[config.mk]
export PLATFORM = sky130hd
export DESIGN_NAME = arp_read_port
export DESIGN_NICKNAME = d
export VERILOG_FILES = /design/src/arp_pkg.sv /design/src/arp_fifo.sv /design/src/arp_read_port.sv
export SDC_FILE = /design/constraint.sdc
export NUM_CORES = 1
export LEC_CHECK = 0
export ABC_AREA = 1
export BUFFER_PORTS_ARGS = -buffer_cell sky130_fd_sc_hd__buf_2
export CAP_MARGIN = 25
export CORE_ASPECT_RATIO = 1.2
export CORE_UTILIZATION = 45
export CTS_CLUSTER_DIAMETER = 30
export DETAILED_ROUTE_END_ITERATION = 6
export GPL_ROUTABILITY_DRIVEN = 0
export GPL_TIMING_DRIVEN = 0
export HOLD_SLACK_MARGIN = 0.08
export PLACE_DENSITY = 0.68
export RECOVER_POWER = 100
export SYNTH_ARGS = -nofsm -noshare
export SYNTH_HDL_FRONTEND = slang
export SYNTH_SLANG_ARGS = --single-unit
[constraint.sdc]
create_clock -name clock_i -period 5.9 [get_ports clock_i]
set_input_delay 1.18 -clock clock_i [delete_from_list [all_inputs] [get_ports clock_i]]
set_output_delay 1.18 -clock clock_i [all_outputs]
set_load 0.05 [all_outputs]
[src/arp_pkg.sv]
// constants, field layouts and carrier types of the instruction read port
// assumes an axi-style interconnect on the far side, one system clock
//
// Behaviour
// - burst type is only incrementing 01 or wrapping 10, never fixed.
// - burst length field holds beats minus one, so 1 to 16 beats.
// - every read carries lock type 00, normal access only.
// - size code 000..011 gives 8, 16, 32 or 64 bits per beat.
// - sideband bits 4 to 1 carry the inner memory attribute code.
// - sideband bit 0 is high when the location is shareable.
// - a 4-bit cache type goes out with every read request.
// - bus inputs are sampled only when bus enable is high; valid and address fields load on any clock that takes a request.
package arp_pkg;

    // ------------------------------------------------------------
    // field widths
    // ------------------------------------------------------------
    localparam int ADDR_W = 32;
    localparam int DATA_W = 64;
    localparam int ID_W = 6;
    localparam int LEN_W = 4;
    localparam int USER_W = 5;
    localparam int FIFO_DEPTH = 4;

    // ------------------------------------------------------------
    // encodings
    // ------------------------------------------------------------
    localparam logic [1:0] BURST_INCR = 2'h1;
    localparam logic [1:0] BURST_WRAP = 2'h2;
    localparam logic [1:0] LOCK_NORMAL = 2'h0;
    localparam logic [2:0] SIZE_8 = 3'h0;
    localparam logic [2:0] SIZE_16 = 3'h1;
    localparam logic [2:0] SIZE_32 = 3'h2;
    localparam logic [2:0] SIZE_64 = 3'h3;
    localparam logic [3:0] INNER_SO = 4'h0;
    localparam logic [3:0] INNER_DEV = 4'h1;
    localparam logic [3:0] INNER_NC = 4'h3;
    localparam logic [3:0] INNER_WT = 4'h6;
    localparam logic [3:0] INNER_WB_NA = 4'h7;
    localparam logic [3:0] INNER_WB_WA = 4'hF;
    localparam int USER_INNER_LSB = 1;
    localparam int USER_SHARED_BIT = 0;

    // ------------------------------------------------------------
    // reset values
    // ------------------------------------------------------------
    localparam logic [ADDR_W-1:0] ADDR_RST = 32'h0000_0000;
    localparam logic [LEN_W-1:0] LEN_RST = 4'h0;

    // ------------------------------------------------------------
    // carriers
    // ------------------------------------------------------------
    typedef struct packed {
        logic [ADDR_W-1:0] addr;
        logic [ID_W-1:0] id;
        logic [LEN_W-1:0] len;
        logic [2:0] size;
        logic wrap;
        logic [3:0] cache;
        logic [2:0] prot;
        logic [3:0] inner;
        logic shared;
    } arp_req_type;

    typedef struct packed {
        logic [1:0] burst;
        logic [1:0] lock;
        logic [1:0] size;
        logic [LEN_W-1:0] len;
        logic [3:0] cache;
        logic [2:0] prot;
        logic [USER_W-1:0] user;
        logic [ID_W-1:0] id;
        logic [ADDR_W-1:0] addr;
    } arp_ar_type;

    typedef struct packed {
        logic [DATA_W-1:0] data;
        logic [1:0] resp;
        logic [ID_W-1:0] id;
        logic last;
    } arp_beat_type;

    typedef enum logic [1:0] {
        ST_IDLE = 2'h0,
        ST_ADDR = 2'h1,
        ST_DATA = 2'h3
    } arp_state_type;

    // size code fits the two-bit printed field; codes above 011 are clamped to 011
    function automatic logic [1:0] size_field(input logic [2:0] code);
        return (code > SIZE_64) ? SIZE_64[1:0] : code[1:0];
    endfunction

    function automatic logic [USER_W-1:0] user_field(input logic [3:0] inner,
                                                     input logic shared);
        return {inner, shared};
    endfunction

endpackage

[src/arp_fifo.sv]
// small valid/ready fifo, width and depth as parameters
// assumes one clock and an asynchronous active high reset
`timescale 1ns/1ns
module arp_fifo #(
    parameter int WIDTH = 8,
    parameter int DEPTH = 4
) (
    // clock and reset
    input wire logic clock_i,
    input wire logic rst_i,
    // fill side
    input wire logic in_valid_i,
    output logic in_ready_o,
    input wire logic [WIDTH-1:0] in_data_i,
    // drain side
    output logic out_valid_o,
    input wire logic out_ready_i,
    output logic [WIDTH-1:0] out_data_o
);
    localparam int PW = $clog2(DEPTH);

    logic [WIDTH-1:0] mem_q [DEPTH];
    logic [PW-1:0] wr_q;
    logic [PW-1:0] rd_q;
    logic [PW:0] cnt_q;
    logic push;
    logic pop;

    assign in_ready_o = (cnt_q != (PW+1)'(DEPTH));
    assign out_valid_o = (cnt_q != '0);
    assign push = in_valid_i && in_ready_o;
    assign pop = out_valid_o && out_ready_i;
    assign out_data_o = mem_q[rd_q];

    always_ff @(posedge clock_i) begin
        if (push) begin
            mem_q[wr_q] <= in_data_i;
        end
    end

    always_ff @(posedge clock_i or posedge rst_i) begin
        if (rst_i) begin
            wr_q <= '0;
            rd_q <= '0;
            cnt_q <= '0;
        end else begin
            if (push) begin
                wr_q <= (wr_q == PW'(DEPTH-1)) ? '0 : wr_q + 1'b1;
            end
            if (pop) begin
                rd_q <= (rd_q == PW'(DEPTH-1)) ? '0 : rd_q + 1'b1;
            end
            cnt_q <= cnt_q + (PW+1)'(push) - (PW+1)'(pop);
        end
    end
endmodule // arp_fifo

[src/arp_read_port.sv]
// instruction-fetch read master port: address channel and data channel
// assumes the interconnect runs at the rate given by bus_clock_enable_i
// and drives its inputs from logic on clock_i
`timescale 1ns/1ns
module arp_read_port
    import arp_pkg::*;
#(
    parameter int DEPTH = FIFO_DEPTH
) (
    // clock and reset
    input wire logic clock_i,
    input wire logic rst_i,
    input wire logic bus_clock_enable_i,
    // fetch request from the core
    input wire logic req_valid_i,
    output logic req_ready_o,
    input wire arp_req_type req_i,
    // fetch data to the core
    output logic beat_valid_o,
    input wire logic beat_ready_i,
    output arp_beat_type beat_o,
    output logic busy_o,
    output logic [1:0] state_o,
    // read address channel
    output logic read_addr_valid_o,
    input wire logic read_addr_ready_i,
    output logic [ADDR_W-1:0] read_addr_o,
    output logic [ID_W-1:0] read_id_o,
    output logic [1:0] read_burst_type_o,
    output logic [LEN_W-1:0] read_burst_length_o,
    output logic [1:0] read_lock_type_o,
    output logic [1:0] read_transfer_size_o,
    output logic [3:0] read_cache_type_o,
    output logic [2:0] read_prot_o,
    output logic [USER_W-1:0] read_attr_sideband_o,
    // read data channel
    input wire logic read_data_valid_i,
    output logic read_data_ready_o,
    input wire logic [DATA_W-1:0] read_data_i,
    input wire logic [1:0] read_resp_i,
    input wire logic [ID_W-1:0] read_data_id_i,
    input wire logic read_last_i
);

    // ------------------------------------------------------------
    // state
    // ------------------------------------------------------------
    arp_state_type state_q;
    arp_state_type state_d;
    arp_ar_type ar_q;
    logic ar_valid_q;
    logic [LEN_W:0] left_q;
    logic take_req;
    logic addr_done;
    logic beat_take;
    logic fifo_in_ready;
    logic [LEN_W:0] space_q;

    // bus edges only exist where the enable is high
    assign addr_done = bus_clock_enable_i && ar_valid_q
                       && read_addr_ready_i;
    assign beat_take = bus_clock_enable_i && read_data_valid_i
                       && read_data_ready_o;
    assign take_req = (state_q == ST_IDLE) && req_valid_i;
    assign req_ready_o = (state_q == ST_IDLE);
    assign busy_o = (state_q != ST_IDLE);
    assign state_o = state_q;

    // ------------------------------------------------------------
    // sequencing
    // ------------------------------------------------------------
    always_comb begin
        state_d = state_q;
        case (state_q)
            ST_IDLE: begin
                if (take_req) begin
                    state_d = ST_ADDR;
                end
            end
            ST_ADDR: begin
                if (addr_done) begin
                    state_d = ST_DATA;
                end
            end
            ST_DATA: begin
                if (beat_take && (read_last_i || left_q == 1)) begin
                    state_d = ST_IDLE;
                end
            end
            default: state_d = ST_IDLE;
        endcase
    end

    always_ff @(posedge clock_i or posedge rst_i) begin
        if (rst_i) begin
            state_q <= ST_IDLE;
        end else begin
            state_q <= state_d;
        end
    end

    // ------------------------------------------------------------
    // address channel
    // ------------------------------------------------------------
    // request captured once and held until the handshake completes
    always_ff @(posedge clock_i or posedge rst_i) begin
        if (rst_i) begin
            ar_q <= '0;
            ar_q.burst <= BURST_INCR;
            ar_q.lock <= LOCK_NORMAL;
            ar_q.addr <= ADDR_RST;
            ar_q.len <= LEN_RST;
        end else if (take_req) begin
            ar_q.addr <= req_i.addr;
            ar_q.id <= req_i.id;
            ar_q.burst <= req_i.wrap ? BURST_WRAP : BURST_INCR;
            ar_q.len <= req_i.len;
            ar_q.lock <= LOCK_NORMAL;
            ar_q.size <= size_field(req_i.size);
            ar_q.cache <= req_i.cache;
            ar_q.prot <= req_i.prot;
            ar_q.user <= user_field(req_i.inner,
                                    req_i.shared);
        end
    end

    // valid only drops on an enabled edge, so the slow bus sees it stable
    always_ff @(posedge clock_i or posedge rst_i) begin
        if (rst_i) begin
            ar_valid_q <= 1'b0;
        end else if (take_req) begin
            ar_valid_q <= 1'b1;
        end else if (addr_done) begin
            ar_valid_q <= 1'b0;
        end
    end

    assign read_addr_valid_o = ar_valid_q;
    assign read_addr_o = ar_q.addr;
    assign read_id_o = ar_q.id;
    assign read_burst_type_o = ar_q.burst;
    assign read_burst_length_o = ar_q.len;
    assign read_lock_type_o = ar_q.lock;
    assign read_transfer_size_o = ar_q.size;
    assign read_cache_type_o = ar_q.cache;
    assign read_prot_o = ar_q.prot;
    assign read_attr_sideband_o = ar_q.user;

    // ------------------------------------------------------------
    // data channel
    // ------------------------------------------------------------
    always_ff @(posedge clock_i or posedge rst_i) begin
        if (rst_i) begin
            left_q <= '0;
        end else if (take_req) begin
            left_q <= {1'b0, req_i.len} + 1'b1;
        end else if (beat_take && left_q != '0) begin
            left_q <= left_q - 1'b1;
        end
    end

    // ready must hold a whole bus period, so it follows the fifo's ready as sampled
    // on the enabled edge, gated also by the fifo's raw ready
    always_ff @(posedge clock_i or posedge rst_i) begin
        if (rst_i) begin
            space_q <= '0;
        end else if (bus_clock_enable_i) begin
            space_q <= {4'h0, fifo_in_ready};
        end
    end

    assign read_data_ready_o = (state_q == ST_DATA) && fifo_in_ready
                               && space_q[0];

    arp_fifo #(
        .WIDTH($bits(arp_beat_type)),
        .DEPTH(DEPTH)
    ) u_fifo (
        .clock_i(clock_i),
        .rst_i(rst_i),
        .in_valid_i(beat_take),
        .in_ready_o(fifo_in_ready),
        .in_data_i({read_data_i, read_resp_i, read_data_id_i,
                    read_last_i || left_q == 1}),
        .out_valid_o(beat_valid_o),
        .out_ready_i(beat_ready_i),
        .out_data_o(beat_o)
    );

endmodule // arp_read_port

After elaboration in Yosys (flattened, before gate mapping) --
Memory sizes are Yosys's and may differ from the RTL's. Index checks and enable logic that the tools add are counted.
Storage, ports and cells: bits in registers 74, RAM bits 292, input bits 138, memories kept 1
Cells by class: add/sub/neg operators 6, magnitude comparators 1, equal/unequal tests 9, muxes and demuxes 14, reduce and logical (&&, ||, !) cells 19
Memory list:
- u_fifo.mem_q | words 4, width 73, read ports 1, clocked after memory_dff 0, wr ports 1, line arp_fifo.sv:22 | logic [WIDTH-1:0] mem_q [DEPTH];
Operator list (count):
- $mux W2 | 7
- $logic_and A1 B1 Y1 | 11
- $mux W5 | 2
- $eq A2 B2 Y1 const B | 3
- $pmux W2 S3 | 1
- $reduce_bool A2 Y1 | 3
- $add A4 B1 Y5 const B | 1
- $eq A5 B1 Y1 const B | 1
- $reduce_bool A5 Y1 | 1
- $sub A5 B1 Y5 const B | 1
- $add A2 B1 Y2 const B | 2
- $mux W1 | 4
- $ne A2 B2 Y1 const B | 2
- $add A3 B1 Y3 | 1
- $gt A3 B2 Y1 const B | 1
- $ne A3 B3 Y1 const B | 1
- $reduce_and A3 Y1 | 1
- $reduce_bool A3 Y1 | 1
- $sub A3 B1 Y3 | 1
- $eq A2 B1 Y1 const B | 1
- $logic_not A2 Y1 | 1
- $ne A2 B1 Y1 const B | 1
- $logic_or A1 B1 Y1 | 1

Longest topological paths before layout --
depth in word-level cells 7, gate-level depth with buffers 8

Cells and area by module --
From an unflattened synthesis, not the netlist that was laid out.
Unflattened totals: cells, all modules 1237, area total of the unflattened synthesis 14956.8 um^2
Modules (own cells, without submodules):
- arp_fifo | instances 1, cells each 910, area an instance 12135.4 um^2, seq. area each 8943.6 um^2
- arp_read_port | instances 1, cells each 327, area an instance 2821.5 um^2, seq. area each 1677.9 um^2

Worst setup path before layout --
Ideal clock, no wire load.
kind input -> register, start input read_data_valid_i, end memory u_fifo.mem_q[0][0] in the netlist's numbering (enable), library setup time 504 ps, data arrival time 4718 ps, path slack 677 ps, stages 4, cell sequence nand4_1 -> nor2_4 -> inv_1 -> nor2_1
Between the ends: cells in the longest elaborated chain, start to end 5
RTL lines:
- start: declaration | line arp_read_port.sv:37 | input wire logic read_data_valid_i,
- $logic_and A1 B1 Y1 | line arp_read_port.sv:62 | assign beat_take = bus_clock_enable_i && read_data_valid_i
- $logic_and A1 B1 Y1 | line arp_read_port.sv:63 | && read_data_ready_o;
- $logic_and A1 B1 Y1 | line arp_fifo.sv:31 | assign push = in_valid_i && in_ready_o;
- via u_fifo.push | line arp_fifo.sv:26 | logic push;
- $mux W1 | line arp_fifo.sv:36 | if (push) begin
- $mux W1 (not written as such) | line arp_fifo.sv:37 | mem_q[wr_q] <= in_data_i;
- end: declaration | line arp_fifo.sv:22
The timed path passes the listed nets, and every way through them passes these cells.

==> flow_metrics.tcl <==
set metrics [dict create \
    ys_ff_latch 366 \
    syn_inst 1085 \
    power_density_mw_per_mm2 621 \
    hold_path.class "flop to flop" \
    p_clk_share_pct 34.1 \
    cts_root_buf "clkbuf_16" \
    crit_start "u_fifo.rd_q[0]" \
    clkSinkCount 366 \
    grt_setup_unrepaired "false" \
    p_switching_mw 4.82 \
    violations "max-capacitance violations, max-slew violations" \
    wl_per_cell_um 18.1 \
    wl_um 34500 \
    hpwl_um 22800 \
    setup_viol 0 \
    min-delay-start "read_cache_type_o[2]" \
    power_frac_comb_pct 36.8 \
    ctsResizeCount 0 \
    synth_top_area_share_pct 62.7 \
    r2r_start "state_o[1]" \
    path_class "flop to output port" \
    postCtsSetupBuffers 0 \
    ios 278 \
    pwr-share-seq_pct 29.1 \
    die_area_mm2 0.0318 \
    cts_tree "built" \
    synth_area_mm2 0.0140 \
    post_synth.cell_area_avg_um2 12.9 \
    clk_latency_ps 550 \
    route.detailed.drc 0 \
    layout_commonest_cell "edfxtp_1" \
    antenna_found_initial 2 \
    hold_viol 0 \
    io_buffers 275 \
    die_h_um 195 \
    synth_area_leaders "edfxtp_1 (63%), dfrtp_1 (13%), o21ai_0 (5.2%), nand2_1 (5.2%), nor2_1 (4.3%)" \
    routed_via_density 5.14 \
    seq_area_frac_synth_pct 76.0 \
    report.final.slew_viol_count 129 \
    core.rowCount 70 \
    die_w_um 163 \
    vias 9767 \
    switching_share_pct 43.0 \
    ys_warn_count 0 \
    layout_min_cycle_time_ps 4740 \
    drv_cap 4 \
    fin_skew_ps 19.0 \
    cts_max_level 3 \
    setup_ws_ps 1160 \
    core_mm2 0.0306 \
    cts_buffers 70 \
    status "finished, violations left" \
    first_pass_iters 5 \
    clock.fmax_mhz 211 \
    cp.arrival_ps 3560 \
    cp-start-kind "flop" \
    clkTransAtPathRegs_ps 50 \
    fin_hold_ws_ps 474 \
    slew_headroom_pct -101 \
    required_ps 4720 \
    fin_nets 1595 \
    drive_gt1_share_pct 15.7 \
    grt_pass1_vias 9948 \
    final_antenna_net_count 0 \
    worstSetupEndpointType "output port" \
    most-common-layout-cells "edfxtp_1 (292), clkbuf_1 (240), nand2_1 (195)" \
    synth.largest_area_cell "edfxtp_1" \
    grt_max_degree 56 \
    ir_worst_vdd_mv 0.373 \
    post-place-ws_ps 2600 \
    drtIter0Drc 787 \
    cts_buffer_depth 3 \
    p_int_mw 6.39 \
    path_max_fanout 10 \
    cts-hold-fix-buffers 0 \
    tightestPinTransition_ps 3020 \
    grt_usage_pct 21.9 \
    start_util_pct 45.7 \
    post-route-period-util_pct 80.3 \
    nFillCells 2517 \
    area_growth_pct 29.0 \
    leakage_nw 6.85 \
    yosys.cell_types.count 29 \
    grt_first_pass_wirelength_um 52600 \
    grt_overflow 0 \
]
kinds of logic (layout without fill, tap and decap cells):
kind of cell	count (synthesis)	in the layout	share of synthesized area (%)
AO/OA/AOI/OAI	237	237	9.18
other	1	5	0.0268
flip-flops	366	366	76.0
adder cells (fa/ha/maj)	12	12	1.13
XOR/XNOR	3	3	0.188
multiplexers	1	1	0.0805
buffers and inverters	90	506	2.98
AND/OR/NAND/NOR	375	375	10.5
final timing paths:
| check | end | slack, ps | cells after the start |
|---|---|---|---|
| max | beat_o[43] | 1160 | 6 |
| min | read_cache_type_o[2] | 470 | 2 |
| max reg2reg | u_fifo.mem_q[3][19] | 1770 | 5 |
| min reg2reg | read_cache_type_o[2] | 470 | 2 |
| max in group asynchronous | space_q[0] | 1870 | 3 |
| min in group asynchronous | read_addr_o[20] | 750 | 2 |
layer usage:
metal  vias up  wire length, um  global-route usage [%]
li1       4609                -                       -
met1      4692            13500                    26.0
met2       406            17200                    37.8
met3        60             2930                    6.07
met4         0              848                    7.79
met5         -                0                       0
cells in the mapped netlist:
master    number
a21boi_0       1
a21oi_1        2
a41oi_1        1
buf_2         22
buf_4         13
clkbuf_1      27
clkbuf_2       2
conb_1         1
dfrtp_1       73
dfstp_2        1
edfxtp_1     292
fa_1           1
ha_1          11
inv_1         24
inv_2          2
mux2_2         1
nand2_1      192
nand2_2        1
nand2_4        2
nand3_1       16
nand4_1        3
nor2_1       159
nor2_2         1
nor2_4         1
o21ai_0      145
o21ai_1       15
o22ai_1       73
xnor2_1        2
xor2_1         1
metrics by stage:
stage / utilization, % / setup TNS [ps] / std cells / power, mW / instance area, um2
final: 59.0 / 0 / 1901 / 11.2 / 18000
after global routing: 59.0 / 0 / 1899 / 11.7 / 18000
after CTS: 60.5 / 0 / 1898 / 11.5 / 18500
after detailed placement: 52.9 / 0 / 1769 / 7.60 / 16200
after global placement: 51.9 / -559840 / 1757 / 7.54 / 15900
after floorplan: - / 0 / 1086 / 6.38 / 14000
layout make-up:
cell class	instances	area [um2]	share of cell area [%]
timing repair buffer	287	1270	7.05
clock inverter	53	484	2.68
antenna	3	7.51	0.0416
clock buffer	76	1840	10.2
multi-input combinational	630	2920	16.2
sequential	366	10600	58.9
tap	396	495	2.75
inverter	26	98.8	0.548
buffer	64	299	1.66
power groups by stage:
stage / Clock [mW] / Sequential [mW] / Combinational (mW)
floorplan: 0 / 3.91 / 2.47
global placement: 0 / 3.30 / 4.23
detailed placement: 0 / 3.28 / 4.31
CTS: 3.89 / 3.26 / 4.32
global route: 4.01 / 3.29 / 4.40
finish: 3.83 / 3.26 / 4.12
state kept, by name (all words and copies together) (netlist names), 3 cells and up:
| signal | cells |
|---|---|
| read_burst_length_o | 4 |
| left_q | 5 |
| read_addr_o | 32 |
| u_fifo.cnt_q | 3 |
| read_cache_type_o | 4 |
| u_fifo.mem_q | 292 |
| read_id_o | 6 |
| read_prot_o | 3 |
| read_attr_sideband_o | 5 |
worst max-delay path, cell delays in order (launching register included):
cell,delay [ps]
dfrtp_1,550
clkbuf_1,580
clkbuf_1,580
clkbuf_1,520
nor2_1,110
o22ai_1,190
clkbuf_1,490
No activity file was read; power rests on OpenSTA's default activity.
